$ cat src/shared/clock_generation_unit_pkg.sv
// package: constants and carrier types for the clock generation unit
package clock_generation_unit_pkg;
    localparam int unsigned MULT_W        = 6;
    localparam int unsigned DIV_W         = 4;
    localparam int unsigned KEY_W         = 5;
    localparam logic [5:0]  MULT_RESET    = 6'h14;
    localparam logic [3:0]  DIV_RESET     = 4'h2;
    localparam logic [3:0]  PDIV_FIXED    = 4'h1;
    localparam logic [4:0]  KEY_OPEN      = 5'h13;
    localparam logic [4:0]  KEY_CLOSE     = 5'h15;
    localparam logic [4:0]  KEY_DISABLE   = 5'h18;
    localparam logic [1:0]  MODE_ENABLED  = 2'h3;
    localparam logic [1:0]  MODE_DISABLED = 2'h0;
    localparam int unsigned OPEN_CYCLES   = 32;
    localparam int unsigned OPEN_CNT_W    = 6;

    typedef enum logic [1:0] {
        MODE_BASE,
        MODE_PRESCALER,
        MODE_LOOP
    } clock_mode_e;

    typedef struct packed {
        logic [5:0] multiplier;
        logic [3:0] divider;
    } divider_cfg_s;

    typedef struct packed {
        logic       write;
        logic [1:0] mode;
        logic [4:0] key;
    } key_write_s;
endpackage : clock_generation_unit_pkg

$ cat src/rtl/system_clock_generation.sv
// system clock generation: protected divider settings and mode-steered clock division
// Operation
// - base mode: system clock is free-running vco base divided by K
// - prescaler mode: system clock is oscillator divided by P times K
// - loop mode: oscillator times N over P times K, at most one tick per oscillator edge; both bypasses inactive
// - loop mode is the clocking mode for normal operation
// - P is fixed at one and not programmable
// - N and K come from software-writable multiplier and divider fields
// - N and K writes take effect only while protection is unlocked
`timescale 1ns/10ps
`default_nettype none
module system_clock_generation #(
    parameter int unsigned ACC_W = 16
) (
    input  wire logic                                     clk,
    input  wire logic                                     rst_b,
    input  wire clock_generation_unit_pkg::key_write_s    keyWrite,
    input  wire logic                                     cfgWrite,
    input  wire clock_generation_unit_pkg::divider_cfg_s  cfgData,
    input  wire logic                                     oscDetached,
    input  wire logic                                     vcoBypass,
    input  wire logic                                     loopBypass,
    input  wire logic                                     oscTick,
    input  wire logic                                     vcoBaseTick,
    output logic                                          sysTick,
    output var clock_generation_unit_pkg::divider_cfg_s   activeCfg,
    output var clock_generation_unit_pkg::clock_mode_e    clockMode,
    output logic                                          writeOpen,
    output logic [1:0]                                    protectMode
);
    // oscTick / vcoBaseTick are one-cycle pulses marking source clock edges;
    // sysTick pulses once per derived system clock period
    // six count bits cover the 32-cycle window; a window longer than 63 cycles needs a wider counter
    localparam logic [5:0] OPEN_LOAD = 6'(clock_generation_unit_pkg::OPEN_CYCLES);

    clock_generation_unit_pkg::divider_cfg_s cfg;
    clock_generation_unit_pkg::divider_cfg_s next_cfg;
    logic [1:0]       next_protectMode;
    logic [5:0]       openCnt;
    logic [5:0]       next_openCnt;
    logic [ACC_W-1:0] acc;
    logic [ACC_W-1:0] next_acc;
    logic             next_sysTick;
    clock_generation_unit_pkg::clock_mode_e next_clockMode;

    // protection: open lasts 32 cycles, reopen restarts count, close ends it
    always_comb begin
        next_protectMode = protectMode;
        next_openCnt     = (openCnt != 6'h00) ? openCnt - 6'h01 : 6'h00;
        if (keyWrite.write) begin
            // disable key is honoured in every mode, so it can also re-enable protection
            if (keyWrite.key == clock_generation_unit_pkg::KEY_DISABLE) begin
                next_protectMode = keyWrite.mode;
            end else if (protectMode == clock_generation_unit_pkg::MODE_ENABLED) begin
                if (keyWrite.key == clock_generation_unit_pkg::KEY_OPEN) begin
                    next_openCnt = OPEN_LOAD;
                end else if (keyWrite.key == clock_generation_unit_pkg::KEY_CLOSE) begin
                    next_openCnt = 6'h00;
                end
            end
        end
    end

    // any mode other than enabled leaves the settings writable with no key at all
    assign writeOpen = (protectMode != clock_generation_unit_pkg::MODE_ENABLED) ||
                       (openCnt != 6'h00);

    always_comb begin
        next_cfg = cfg;
        // a refused write is dropped silently; software sees it only by reading back
        if (cfgWrite && writeOpen) begin
            next_cfg = cfgData;
        end
    end

    // mode select: loop only when neither bypass is active
    always_comb begin
        if (oscDetached) begin
            next_clockMode = clock_generation_unit_pkg::MODE_BASE;
        end else if (vcoBypass) begin
            next_clockMode = clock_generation_unit_pkg::MODE_PRESCALER;
        end else if (!loopBypass) begin
            next_clockMode = clock_generation_unit_pkg::MODE_LOOP;
        end else begin
            // loop bypass alone leaves no loop output, so fall back to the prescaler path
            next_clockMode = clock_generation_unit_pkg::MODE_PRESCALER;
        end
    end

    // fractional accumulator: adds N per oscillator edge in loop mode, 1 otherwise,
    // and emits a tick each time P*K is reached; P is a fixed constant
    // the remainder survives a mode change, so the first tick after a switch may come early
    function automatic logic [ACC_W-1:0] periodOf(input logic [3:0] k);
        return ACC_W'(clock_generation_unit_pkg::PDIV_FIXED) * ACC_W'(k);
    endfunction

    always_comb begin
        logic             step;
        logic [ACC_W-1:0] inc;
        logic [ACC_W-1:0] sum;
        step         = 1'b0;
        inc          = '0;
        sum          = '0;
        next_sysTick = 1'b0;
        next_acc     = acc;
        unique case (clockMode)
            clock_generation_unit_pkg::MODE_BASE: begin
                step = vcoBaseTick;
                inc  = ACC_W'(1);
            end
            clock_generation_unit_pkg::MODE_PRESCALER: begin
                step = oscTick;
                inc  = ACC_W'(1);
            end
            clock_generation_unit_pkg::MODE_LOOP: begin
                step = oscTick;
                inc  = ACC_W'(cfg.multiplier);
            end
            default: begin
                step = 1'b0;
            end
        endcase
        if (step && cfg.divider != 4'h0) begin
            sum = acc + inc;
            // one tick per step at most: loop output above the step rate saturates
            if (sum >= periodOf(cfg.divider)) begin
                next_sysTick = 1'b1;
                next_acc     = sum - periodOf(cfg.divider);
                if (next_acc >= periodOf(cfg.divider)) begin
                    next_acc = '0;
                end
            end else begin
                next_acc = sum;
            end
        end
    end

    always_ff @(posedge clk or negedge rst_b) begin
        if (!rst_b) begin
            protectMode <= clock_generation_unit_pkg::MODE_ENABLED;
            openCnt     <= 6'h00;
            cfg         <= '{multiplier: clock_generation_unit_pkg::MULT_RESET,
                             divider:    clock_generation_unit_pkg::DIV_RESET};
            clockMode   <= clock_generation_unit_pkg::MODE_LOOP;
            acc         <= '0;
            sysTick     <= 1'b0;
        end else begin
            protectMode <= next_protectMode;
            openCnt     <= next_openCnt;
            cfg         <= next_cfg;
            clockMode   <= next_clockMode;
            acc         <= next_acc;
            sysTick     <= next_sysTick;
        end
    end

    assign activeCfg = cfg;

    // every check below looks one cycle past its cause, since all outputs are registered or, like writeOpen, decoded from registers

    locked_hold_a: assert property (@(posedge clk) disable iff (!rst_b)
        (cfgWrite && !writeOpen) |=> $stable(activeCfg))
        else $error("divider settings changed while locked");

    open_write_a: assert property (@(posedge clk) disable iff (!rst_b)
        (cfgWrite && writeOpen) |=> (activeCfg == $past(cfgData)))
        else $error("unlocked write not taken");

    // the window is checked as a reload plus a countdown, so a close key inside it stays legal
    open_window_a: assert property (@(posedge clk) disable iff (!rst_b)
        (keyWrite.write && keyWrite.key == clock_generation_unit_pkg::KEY_OPEN &&
         protectMode == clock_generation_unit_pkg::MODE_ENABLED) |=>
        ((openCnt == OPEN_LOAD) && writeOpen))
        else $error("open window not reloaded");

    open_count_a: assert property (@(posedge clk) disable iff (!rst_b)
        (openCnt != 6'h00 && !keyWrite.write) |=> (openCnt == $past(openCnt) - 6'h01))
        else $error("open window not counting down");

    close_key_a: assert property (@(posedge clk) disable iff (!rst_b)
        (keyWrite.write && keyWrite.key == clock_generation_unit_pkg::KEY_CLOSE &&
         protectMode == clock_generation_unit_pkg::MODE_ENABLED) |=> !writeOpen)
        else $error("close key left settings writable");

    disable_key_a: assert property (@(posedge clk) disable iff (!rst_b)
        (keyWrite.write && keyWrite.key == clock_generation_unit_pkg::KEY_DISABLE) |=>
        (protectMode == $past(keyWrite.mode)))
        else $error("protection mode not taken from disable key");

    base_mode_a: assert property (@(posedge clk) disable iff (!rst_b)
        oscDetached |=> (clockMode == clock_generation_unit_pkg::MODE_BASE))
        else $error("base mode not chosen");

    prescale_mode_a: assert property (@(posedge clk) disable iff (!rst_b)
        (!oscDetached && vcoBypass) |=>
        (clockMode == clock_generation_unit_pkg::MODE_PRESCALER))
        else $error("prescaler mode not chosen");

    loop_mode_a: assert property (@(posedge clk) disable iff (!rst_b)
        (!oscDetached && !vcoBypass && !loopBypass) |=>
        (clockMode == clock_generation_unit_pkg::MODE_LOOP))
        else $error("loop mode not chosen");

    tick_cause_a: assert property (@(posedge clk) disable iff (!rst_b)
        sysTick |-> ($past(oscTick) || $past(vcoBaseTick)))
        else $error("system tick without source edge");

    prescale_div_a: assert property (@(posedge clk) disable iff (!rst_b)
        (clockMode == clock_generation_unit_pkg::MODE_PRESCALER && oscTick &&
         activeCfg.divider == 4'h1) |=> sysTick)
        else $error("divide by P*K of one missed a tick");

    div_zero_a: assert property (@(posedge clk) disable iff (!rst_b)
        (activeCfg.divider == 4'h0) |=> !sysTick)
        else $error("system tick with a zero divider");

    loop_sat_a: assert property (@(posedge clk) disable iff (!rst_b)
        (clockMode == clock_generation_unit_pkg::MODE_LOOP && oscTick &&
         activeCfg.divider != 4'h0 && {2'b00, activeCfg.divider} <= activeCfg.multiplier) |=>
        sysTick)
        else $error("loop step with N at least K gave no tick");
endmodule : system_clock_generation
`default_nettype wire

$ cat config.mk
export PLATFORM = sky130hd
export DESIGN_NAME = system_clock_generation
export DESIGN_NICKNAME = d
export VERILOG_FILES = /design/src/shared/clock_generation_unit_pkg.sv /design/src/rtl/system_clock_generation.sv
export SDC_FILE = /design/constraint.sdc
export NUM_CORES = 1
export LEC_CHECK = 0
export BUFFER_PORTS_ARGS = -buffer_cell sky130_fd_sc_hd__buf_2
export CELL_PAD_IN_SITES_DETAIL_PLACEMENT = 0
export CELL_PAD_IN_SITES_GLOBAL_PLACEMENT = 2
export CORE_AREA = 2 2 89 91
export DETAILED_ROUTE_END_ITERATION = 8
export DIE_AREA = 0 0 91 93
export MAX_ROUTING_LAYER = met4
export PLACE_DENSITY_LB_ADDON = 0.1
export SYNTH_ARGS = -nofsm -noshare
export SYNTH_HDL_FRONTEND = slang
export SYNTH_SLANG_ARGS = --single-unit
$ cat constraint.sdc
create_clock -name clk -period 5.5 [get_ports clk]
set_clock_uncertainty 0.2 [all_clocks]
set_input_delay 0.275 -clock clk [delete_from_list [all_inputs] [get_ports clk]]
set_output_delay 0.275 -clock clk [all_outputs]
set_load 0.05 [all_outputs]
==> run_results.csv <==
group,metric,value,unit
run_status,status,"completed",
setup_path,path_max_fanout,4,
grt,grt-ovfl-total,0,
timing,fin_crit,4.374,ns
layout,final_common_cell,"buf_2",
grt,use_met2,22.65,%
clocking,clk_pin_slew,0.08,ns
layout,fin_nets,356,
grt,grt_pass1_vias,1988,
timing,fmax,0.2286,GHz
detailed_routing,drc,0,
layout,mostFrequentLayoutCells,"41 x buf_2, 31 x dfrtp_1, 20 x ha_1",
grt,busiest_layer,"met2",
floorplanning,die_x,91,µm
clocking,cts_root_buf,"clkbuf_8",
clocking,cts-resized-gates,0,
floorplanning,ioPinCount,42,
yosys,synth_edf_count,0,
setup_path,reg2reg_slack,1.13,ns
grt,met1_usage,21.00,%
detailed_routing,ant_nets,0,
floorplanning,die_y,93,µm
pwr,fin_total_pwr,0.001050,W
grt,grt_max_degree,38,
yosys,ys_async_sr_fraction,100.0,%
timing,relSlewSlack,43.80,%
worst_hold_path,worstHoldPathType,"in -> reg",
layout,area_delta_synth_final,18.97,%
grt,grt_use_total,14.84,%
yosys,synth_area,2552,µm²
pwr,p_leak,1.442,nW
setup_path,arrival,4.39,ns
placement,place_inst,398,
yosys,synth.net_count,304,
setup_path,cp_num_buf_inv,3,
clocking,clockBufferDepth,2,
yosys,yosysSeqAreaShare,36.57,%
setup_path,cp.required,5.51,ns
timing,period_share,79.52,%
clocking,cts_buffers,5,
setup_path,crit_path_top_delay_cell,"fa_1",
floorplanning,core,7527,µm²
placement,io_buffers,41,
yosys,synth_cell_types,51,
yosys,syn_area_per_cell,9.971,µm²
setup_path,cp-start-kind,"flop",
timing,max_slew.worst_pin.slew,0.8429,ns
clocking,tritoncts,"done",
setup_path,critPathMaxStageDelay,0.58,ns
floorplanning,start_util,33.91,%
clocking,insertion_delay,0.29,ns
grt,antenna_found_initial,0,
detailed_routing,drt-pass1-iter-count,4,
floorplanning,die-area,8463,µm²
floorplanning,rows,32,
timing,finalSetupViolations,0,
timing,fin_setup_tns,0,ns
layout,antenna_cells,0,
placement,gp_routability_congestion,0.7707,
setup_path,critical_path.cell_chain,"inv_1, ha_1, a211oi_1, nor2_1, ha_1, fa_1, inv_1, fa_1, xor2_1, inv_1, ha_1, o21ai_0, a31oi_1, o21ai_0, nand3b_1, nor3_1, nand4_1, a2111o_1, o21ai_1",
setup_path,critical_path_class,"reg -> reg",
timing,hold_viol,0,
placement,hpwl,4.593,mm
grt,grt_pass1_wl,9.839,mm
yosys,synth_warnings,0,
clocking,cts_sinks,37,
timing,report.final.slew_viol_count,0,
detailed_routing,viasPerCell,4.805,
yosys,ys_dominant_reg_cell,"dfrtp_1",
setup_path,worstSetupEndpointType,"flop",
timing,rsz0062_at_grt,"no",
yosys,postSynthCellCount,256,
layout,drive_above_1_share,25.57,%
detailed_routing,wl_per_cell,14.10,µm
clocking,ctsHtreeMaxLevel,2,
grt,grt_util_met3,2.417,%
detailed_routing,vias,1975,
pwr,ir_drop,0.1483,mV
yosys,ys_seq_elements,37,
layout,final_cells,411,
detailed_routing,wl,5.797,mm
setup_path,crit_family,"adder cells",
detailed_routing,drt_iter0_drc,48,
pwr,power_density,345.8,nW/µm²
flow_run,drv_cap,0,
==> per-layer routing <==
metal	vias up	wire length, µm
met2	27	2685
met3	4	154
met5	-	0
li1	1022	-
met1	922	2918
met4	0	39
==> stage by stage <==
| step | setup WS [ns] | cell area, µm² | util (%) | hold WS, ns |
|---|---|---|---|---|
| floorplan | 1.202 | 2552 | - | -0.2206 |
| global placement | 1.178 | 2890 | 38.40 | 0.2145 |
| detailed placement | 1.142 | 2890 | 38.40 | 0.2122 |
| CTS | 1.099 | 3027 | 40.21 | 0.003567 |
| global route | 0.6714 | 3037 | 40.34 | 0.004124 |
| finish | 1.126 | 3037 | 40.34 | 0.008696 |
==> cells by family (layout without fill, tap and decap cells) <==
| kind of cell | after synthesis | in the layout | share of synthesized area (%) |
|---|---|---|---|
| AOI/OAI and AO/OA | 54 | 54 | 16.13 |
| xor gates and xnor gates | 16 | 16 | 5.490 |
| and+or+nand+nor | 97 | 97 | 22.25 |
| buffers and inverters | 17 | 70 | 2.500 |
| muxes | 13 | 13 | 5.686 |
| DFF | 37 | 37 | 36.57 |
| adders and majority gates | 22 | 22 | 11.37 |
==> repair_timing <==
action / 4_1_cts / 5_1_grt
hold buffers: 4 / 1
buffers inserted: 0 / 0
hold endpoints to repair: 33 / 1
==> cell usage after synthesis (4+ instances only) <==
cell type | n | area [µm²]
nor2_1 | 17 | 63.81
nor3_1 | 7 | 35.03
o21ai_1 | 6 | 30.03
dfrtp_1 | 31 | 775.7
inv_1 | 15 | 56.30
ha_1 | 20 | 250.2
dfstp_2 | 6 | 157.7
and3_1 | 4 | 25.02
nand2_1 | 10 | 37.54
mux2_2 | 12 | 135.1
nand3_1 | 8 | 40.04
o21ai_0 | 7 | 35.03
xor2_1 | 6 | 52.55
a21oi_1 | 8 | 40.04
nand2b_1 | 8 | 50.05
a31oi_1 | 5 | 31.28
and2_1 | 9 | 56.30
nor2b_1 | 18 | 112.6
xnor2_1 | 10 | 87.58
==> flip-flops by register name, summed over array words and instances, names as in the netlist <==
name,flops
openCnt,6
clockMode,2
sysTick,1
activeCfg,10
acc,16
protectMode,2
==> final cells by class <==
cell class | count | area [µm²]
fill | 810 | 4491
multi-input combinational | 202 | 1560
sequential | 37 | 933.4
timing repair buffer | 47 | 262.8
tap | 102 | 127.6
clock buffer | 6 | 82.58
inverter | 15 | 56.30
clock inverter | 2 | 13.76
==> report_power, final <==
group / internal, W / leakage (nW) / switching [W]
Clock: 0.000102 / 0.0512 / 0.000100
Combinational: 0.000200 / 0.928 / 0.000287
Sequential: 0.000324 / 0.462 / 0.0000366
==> path summary, 6_finish.rpt <==
kind / start / endpoint / cells after the start
worst min register to register: openCnt[0] / openCnt[0] / 1
worst max-delay path: clockMode[1] / acc[1] / 19
worst max register to register: clockMode[1] / acc[1] / 19
min in group asynchronous: rst_b / acc[5] / 2
worst min-delay path: cfgData[8] / activeCfg[8] / 2
max in group asynchronous: rst_b / acc[3] / 2
Note: power is estimated with default switching activity, not from simulation.
